File: src/pin_route_pkg.sv
package pin_route_pkg;
	localparam int RX_PORTS = 4;
	localparam int TX_PORTS = 2;
	// register indices; byte address is four times the index
	localparam logic [7:0] CTRL_IDX = 8'h12;
	localparam logic [7:0] MASK_IDX = 8'h20;
	localparam logic [7:0] STAT_IDX = 8'h21;
	// control register field positions
	localparam int SEL_MSB = 7;
	localparam int SEL_LSB = 5;
	localparam int SRC_MSB = 4;
	localparam int SRC_LSB = 2;
	localparam int VAL_BIT = 1;
	localparam int EN_BIT = 0;
	localparam logic [7:0] CTRL_RST = 8'h00;
	// port mask register: rx enable, tx0 rx choice, tx1 rx choice
	localparam int RXEN_LSB = 0;
	localparam int TX0M_LSB = 4;
	localparam int TX1M_LSB = 8;
	localparam logic [15:0] MASK_RST = 16'h0000;
	// source codes
	localparam logic [2:0] SRC_STATUS = 3'h4;
	localparam logic [2:0] SRC_RSVD = 3'h5;
	localparam logic [2:0] SRC_TX0 = 3'h6;
	localparam logic [2:0] SRC_TX1 = 3'h7;
	// select codes used in several places
	localparam logic [2:0] SEL_LOCK = 3'h4;
	localparam logic [2:0] SEL_PASS = 3'h5;
	localparam logic [2:0] SEL_FV = 3'h6;
	localparam logic [2:0] SEL_LV = 3'h7;
	localparam logic [2:0] DSEL_VAL = 3'h0;
	localparam logic [2:0] DSEL_OR_LOCK = 3'h1;
	localparam logic [2:0] DSEL_AND_PASS = 3'h2;
	localparam logic [2:0] DSEL_FSYNC = 3'h4;
	localparam logic [2:0] TSEL_AND = 3'h0;
	localparam logic [2:0] TSEL_OR = 3'h1;
	localparam logic [2:0] TSEL_FV = 3'h2;
	localparam logic [2:0] TSEL_LV = 3'h3;
	localparam logic [2:0] TSEL_SYNC = 3'h4;
	localparam logic [2:0] TSEL_IRQ = 3'h5;
	// per receive port status bundle
	typedef struct packed {
		logic [3:0] remote;
		logic lock;
		logic pass;
		logic frame_valid;
		logic line_valid;
	} rx_status_t;
	// per transmit port status bundle
	typedef struct packed {
		logic frame_valid;
		logic line_valid;
		logic synced;
		logic irq;
	} tx_status_t;
endpackage : pin_route_pkg

File: src/pin_route_top.sv
// Chosen here: the Avalon-MM register port.
`timescale 1ns/1ps
module pin_route_top
	import pin_route_pkg::*;
(
	// clock and reset
	input wire logic i_clk,
	input wire logic i_nrst,
	// avalon-mm slave
	input wire logic [9:0] i_avs_address,
	input wire logic i_avs_read,
	input wire logic i_avs_write,
	input wire logic [3:0] i_avs_byteenable,
	input wire logic [31:0] i_avs_writedata,
	output logic [31:0] o_avs_readdata,
	output logic o_avs_waitrequest,
	// status sources
	input wire rx_status_t [RX_PORTS-1:0] i_rx,
	input wire tx_status_t [TX_PORTS-1:0] i_tx,
	input wire logic i_frame_sync_pulse,
	// pin drive
	output logic o_pin_out,
	output logic o_pin_oe
);
	logic ack_reg;
	logic ack_next;
	logic [7:0] ctrl_reg;
	logic [7:0] ctrl_next;
	logic [15:0] mask_reg;
	logic [15:0] mask_next;
	logic [31:0] rdata_reg;
	logic [31:0] rdata_next;
	logic mux_raw;

	// request decode
	wire req = i_avs_read | i_avs_write;
	wire [7:0] idx = i_avs_address[9:2];
	wire hit_ctrl = (idx == CTRL_IDX);
	wire hit_mask = (idx == MASK_IDX);
	wire hit_stat = (idx == STAT_IDX);
	wire wr_fire = i_avs_write & ack_reg;
	wire wr_ctrl = wr_fire & hit_ctrl & i_avs_byteenable[0];
	wire wr_mask0 = wr_fire & hit_mask & i_avs_byteenable[0];
	wire wr_mask1 = wr_fire & hit_mask & i_avs_byteenable[1];
	wire rd_load = i_avs_read & ~ack_reg;

	// one wait cycle: answer lands on the second edge of a request
	assign ack_next = req & ~ack_reg;
	assign o_avs_waitrequest = req & ~ack_reg;

	// writes commit only at the edge where waitrequest is low
	assign ctrl_next = wr_ctrl ? i_avs_writedata[7:0] : ctrl_reg;
	assign mask_next = {wr_mask1 ? i_avs_writedata[15:8] : mask_reg[15:8],
		wr_mask0 ? i_avs_writedata[7:0] : mask_reg[7:0]};

	// read mux; unmapped words read as zero
	assign rdata_next = hit_ctrl ? {24'h0, ctrl_reg} :
		hit_mask ? {16'h0, mask_reg} :
		hit_stat ? {29'h0, mux_raw, o_pin_out, o_pin_oe} : 32'h0;

	// bus handshake state
	always_ff @(posedge i_clk) begin
		if (!i_nrst) begin
			ack_reg <= 1'b0;
		end else begin
			ack_reg <= ack_next;
		end
	end

	// control registers
	always_ff @(posedge i_clk) begin
		if (!i_nrst) begin
			ctrl_reg <= CTRL_RST;
			mask_reg <= MASK_RST;
		end else begin
			ctrl_reg <= ctrl_next;
			mask_reg <= mask_next;
		end
	end

	// read data captured in the wait cycle, stable when answered
	always_ff @(posedge i_clk) begin
		if (!i_nrst) begin
			rdata_reg <= 32'h0;
		end else if (rd_load) begin
			rdata_reg <= rdata_next;
		end
	end

	assign o_avs_readdata = rdata_reg;

	// source selection and driver
	pin_source_mux u_mux (
		.i_clk(i_clk),
		.i_nrst(i_nrst),
		.i_ctrl(ctrl_reg),
		.i_mask(mask_reg),
		.i_rx(i_rx),
		.i_tx(i_tx),
		.i_frame_sync_pulse(i_frame_sync_pulse),
		.o_raw(mux_raw),
		.o_pin_out(o_pin_out),
		.o_pin_oe(o_pin_oe)
	);

	// field views for the checks below
	wire [2:0] a_sel = ctrl_reg[SEL_MSB:SEL_LSB];
	wire [2:0] a_src = ctrl_reg[SRC_MSB:SRC_LSB];
	wire a_en = ctrl_reg[EN_BIT];
	wire a_rx = (a_src[2] == 1'b0);
	wire [1:0] a_port = a_src[1:0];
	wire a_tx = (a_src == SRC_TX0) || (a_src == SRC_TX1);
	wire a_tp = a_src[0];
	wire [3:0] a_rxen = mask_reg[RXEN_LSB +: 4];
	wire [3:0] a_txm = a_tp ? mask_reg[TX1M_LSB +: 4] :
		mask_reg[TX0M_LSB +: 4];
	wire [3:0] a_lock = {i_rx[3].lock, i_rx[2].lock,
		i_rx[1].lock, i_rx[0].lock};
	wire [3:0] a_pass = {i_rx[3].pass, i_rx[2].pass,
		i_rx[1].pass, i_rx[0].pass};
	wire a_wr_done = i_avs_write && !o_avs_waitrequest;
	wire a_rd_done = i_avs_read && !o_avs_waitrequest;
endmodule : pin_route_top

File: src/pin_source_mux.sv
`timescale 1ns/1ps
module pin_source_mux
	import pin_route_pkg::*;
(
	// clock and reset
	input wire logic i_clk,
	input wire logic i_nrst,
	// control fields
	input wire logic [7:0] i_ctrl,
	input wire logic [15:0] i_mask,
	// status sources
	input wire rx_status_t [RX_PORTS-1:0] i_rx,
	input wire tx_status_t [TX_PORTS-1:0] i_tx,
	input wire logic i_frame_sync_pulse,
	// pin drive
	output logic o_raw,
	output logic o_pin_out,
	output logic o_pin_oe
);
	wire [2:0] sel = i_ctrl[SEL_MSB:SEL_LSB];
	wire [2:0] src = i_ctrl[SRC_MSB:SRC_LSB];
	wire [3:0] rx_en = i_mask[RXEN_LSB +: RX_PORTS];
	wire [7:0] rx_vec [RX_PORTS];
	wire [7:0] tx_vec [TX_PORTS];
	wire [3:0] lock_v;
	wire [3:0] pass_v;
	wire [7:0] dev_vec;
	wire or_lock;
	wire and_pass;
	wire raw;
	logic raw_reg;
	logic out_reg;
	logic oe_reg;

	// per rx port candidates, indexed by select code
	genvar p;
	generate
		for (p = 0; p < RX_PORTS; p++) begin : g_rx
			assign rx_vec[p] = {i_rx[p].line_valid, i_rx[p].frame_valid,
				i_rx[p].pass, i_rx[p].lock, i_rx[p].remote};
			assign lock_v[p] = i_rx[p].lock;
			assign pass_v[p] = i_rx[p].pass;
		end
	endgenerate

	// device-wide status; with no port enabled the AND reads high
	assign or_lock = |(lock_v & rx_en);
	assign and_pass = &(pass_v | ~rx_en);
	assign dev_vec = {3'h0, i_frame_sync_pulse, and_pass, and_pass,
		or_lock, i_ctrl[VAL_BIT]};

	// per tx port candidates over the rx ports chosen for that port
	genvar t;
	generate
		for (t = 0; t < TX_PORTS; t++) begin : g_tx
			wire [3:0] m = i_mask[TX0M_LSB + 4*t +: 4];
			assign tx_vec[t] = {2'h0, i_tx[t].irq, i_tx[t].synced,
				i_tx[t].line_valid, i_tx[t].frame_valid,
				|(pass_v & m), &(pass_v | ~m)};
		end
	endgenerate

	// source choice; the reserved source drives low
	assign raw = (src[2] == 1'b0) ? rx_vec[src[1:0]][sel] :
		(src == SRC_STATUS) ? dev_vec[sel] :
		(src == SRC_TX0) ? tx_vec[0][sel] :
		(src == SRC_TX1) ? tx_vec[1][sel] : 1'b0;

	// registered drive; level parked low while the driver is off
	always_ff @(posedge i_clk) begin
		if (!i_nrst) begin
			raw_reg <= 1'b0;
			out_reg <= 1'b0;
			oe_reg <= 1'b0;
		end else begin
			raw_reg <= raw;
			out_reg <= raw & i_ctrl[EN_BIT];
			oe_reg <= i_ctrl[EN_BIT];
		end
	end

	assign o_raw = raw_reg;
	assign o_pin_out = out_reg;
	assign o_pin_oe = oe_reg;
endmodule : pin_source_mux

File: config.mk
export PLATFORM = sky130hd
export DESIGN_NAME = pin_route_top
export DESIGN_NICKNAME = d
export VERILOG_FILES = /design/src/pin_route_pkg.sv /design/src/pin_route_top.sv /design/src/pin_source_mux.sv
export SDC_FILE = /design/constraint.sdc
export NUM_CORES = 1
export LEC_CHECK = 0
export BUFFER_PORTS_ARGS = -buffer_cell sky130_fd_sc_hd__buf_4
export CAP_MARGIN = 20
export CELL_PAD_IN_SITES_DETAIL_PLACEMENT = 1
export CELL_PAD_IN_SITES_GLOBAL_PLACEMENT = 1
export CORE_ASPECT_RATIO = 0.75
export CORE_UTILIZATION = 27
export CTS_CLUSTER_SIZE = 28
export DETAILED_ROUTE_END_ITERATION = 16
export PLACE_DENSITY_LB_ADDON = 0.1
export SLEW_MARGIN = 30
export SYNTH_ARGS = -nofsm -noshare
export SYNTH_HDL_FRONTEND = slang
export SYNTH_HIERARCHICAL = 1
export SYNTH_SLANG_ARGS = --single-unit
export TNS_END_PERCENT = 20
File: constraint.sdc
create_clock -name i_clk -period 2.1 [get_ports i_clk]
set_clock_uncertainty 0.15 [all_clocks]
set_input_delay 0 -clock i_clk [delete_from_list [all_inputs] [get_ports i_clk]]
set_output_delay 0 -clock i_clk [all_outputs]
set_load 0.02 [all_outputs]
==> results.json <==
{
  "status": "finished, violations left",
  "violations": "negative hold slack",
  "synthToLayoutAreaGrowth_pct": 43.87,
  "drive_above_1_share_pct": 32.09,
  "worstMarginPinSlew_ns": 0.6354,
  "routed_wl_mm": 8.004,
  "synth_top_area_share_pct": 34.27,
  "dpl_cell_area_um2": 3354,
  "synthAdderAreaFrac_pct": 0,
  "synthMuxAreaShare_pct": 20.16,
  "rsz0062_at_grt": "no",
  "nets": 465,
  "crit_family": "compound AO/OA/AOI/OAI gates",
  "die_h_um": 86.49,
  "synthSimpleGateAreaFrac_pct": 22.15,
  "tns_ns": 0,
  "synthTopCellsByCount": "dfxtp_1 (44), nor2b_1 (43), mux2i_1 (30)",
  "period_share_pct": 92.74,
  "path_class": "register to register",
  "dr.first_iter.drc_count": 108,
  "maxSlewViolCount": 0,
  "async_flop_share_pct": 0,
  "crit_path_top_delay_cell": "dfxtp_1",
  "ys_ff_latch": 44,
  "post-synth-top-area-cell": "dfxtp_1",
  "gp_congestion": 0.8082,
  "diodes": 0,
  "cts-root-buf": "clkbuf_16",
  "power.density_nw_per_um2": 530.3,
  "ios": 126,
  "cts_buffers": 5,
  "grt_usage_pct": 17.00,
  "viasPerCell": 4.679,
  "cts_hold_buf": 19,
  "period_needed_ns": 1.948,
  "die_w_um": 114.7,
  "cp_max_fo": 7,
  "yosysSeqAreaShare_pct": 34.27,
  "detail-route-antenna-nets": 0,
  "synth_top_family_by_area": "simple AND/OR/NAND/NOR gates",
  "start_kind": "register",
  "drc_errors": 0,
  "tritoncts": "built",
  "cts.clk_slew.worst_paths_ns": 0.06,
  "grt_max_degree": 46,
  "endpoint_kind": "register",
  "grt_pass1_vias": 2446,
  "synthMostInstantiatedCell": "dfxtp_1",
  "htree_num_levels": 2,
  "cts_sinks": 44,
  "cp_cell_sequence": "mux2_1 > a211o_1 > a31oi_1 > nand2b_1 > o21ai_1",
  "core_um2": 9159,
  "drt-pass1-iter-count": 4,
  "arrival_ns": 1.97,
  "synth-edff-count": 0,
  "insertion_delay_ns": 0.29,
  "die_area_um2": 9917,
  "num_rows": 30,
  "antenna_found_initial": 0,
  "slowest_delay_ns": 0.54,
  "wl_per_cell_um": 15.94,
  "postCtsSetupBuffers": 0,
  "syn_area_per_cell_um2": 9.884,
  "post-route-util_pct": 40.37,
  "mappedNetlistArea_um2": 2570,
  "synth.area.top_cells": "dfxtp_1 (34%), mux2i_1 (12%), nor2b_1 (10%)",
  "hold_viol_final": 1,
  "cts_buffer_depth": 2,
  "dpl.hpwl_mm": 6.081,
  "ir_worst_vdd_mv": 0.2305,
  "post-place-ws_ns": 0.1346,
  "ff_latch_area_um2": 880.8,
  "portBuffers": 89,
  "n_fill_cell": 1079,
  "leakage_nw": 1.417,
  "crit_buf_inv": 0,
  "cts_resized": 0,
  "vias": 2349,
  "required_ns": 2.12,
  "synthFlopType": "dfxtp_1",
  "grt.overflow.total": 0,
  "fmax_mhz": 513.4,
  "grt_pass1_wl_mm": 12.87,
  "setup-violations-final": 0,
  "synth.distinct_cells": 46,
  "start_util_pct": 28.06,
  "hold_slack_ns": -0.007334,
  "cap_violations": 0,
  "multi_input_area_um2": 1525,
  "yosys_warnings": 6,
  "fin_ws_ns": 0.1524,
  "synthXorXnorAreaFrac_pct": 0,
  "hold_class": "input port to register",
  "relSlewSlack_pct": 57.48,
  "final_area_um2": 3697,
  "synth-compound-area-share_pct": 14.70,
  "synthCells": 260
}
layout by cell type (no fill, tap or decap), types with 3 or more instances in the layout:
master         instances
buf_4                102
inv_1                  6
dlygate4sd3_1         19
nand2_1                7
nand3_1                9
clkbuf_16              5
mux4_1                 4
nor4_4                 3
a222oi_1               3
mux2i_1               30
conb_1                16
a32oi_1                8
nor2b_1               43
mux4_2                 4
nand2b_1               4
dfxtp_1               44
o21ai_0               12
a211oi_1               3
nor2_1                10
a221oi_1               5
path summary, 6_finish.rpt:
path	start	end	slack, ns	cells after the start
setup / recovery	ctrl_reg[5]$_SDFFE_PN0P_	u_mux/o_raw$_SDFF_PN0_	0.15	5
hold / removal	i_avs_address[9]	o_avs_readdata[2]$_SDFFE_PN0P_	-0.007	5
setup reg to reg	ctrl_reg[5]$_SDFFE_PN0P_	u_mux/o_raw$_SDFF_PN0_	0.15	5
hold reg to reg	o_avs_readdata[2]$_SDFFE_PN0P_	o_avs_readdata[2]$_SDFFE_PN0P_	0.31	2
power by group:
part	internal, W	switching (W)	total, W
combinational	0.000161	0.000134	0.000294
clock	0.000499	0.000318	0.000817
sequential	0.000844	0.00000522	0.000849
per-layer routing:
layer / track usage, % / up-vias / routed length (um)
li1: - / 1161 / -
met1: 23.01 / 1128 / 4045
met2: 27.60 / 55 / 3571
met3: 3.427 / 5 / 319
met4: 4.604 / 0 / 68
met5: 0 / - / 0
through the flow:
stage / cells / power, W
2_1_floorplan: 275 / 0.001005
3_3_place_gp: 476 / 0.001133
3_5_place_dp: 476 / 0.001136
4_1_cts: 502 / 0.001991
5_1_grt: 502 / 0.002049
6_report: 502 / 0.001961
cell type report:
class / count / share of cell area (%)
clock buffer: 7 / 4.129
timing repair buffer: 121 / 25.85
tap: 128 / 4.332
multi-input combinational: 196 / 41.25
inverter: 6 / 0.6091
sequential: 44 / 23.82
worst min-delay path, delay by kind of cell:
family,cells,cell delay [ns]
buffers and inverters,1,0.08
AO/OA/AOI/OAI,1,0.11
AND/OR/NAND/NOR,3,0.20
cells by family after synthesis:
kind of cell / Yosys count
simple gates: 90
flops: 44
buf+inv: 35
compound gates: 50
mux: 40
other cells: 1
No activity file was read; power rests on OpenSTA's default activity.
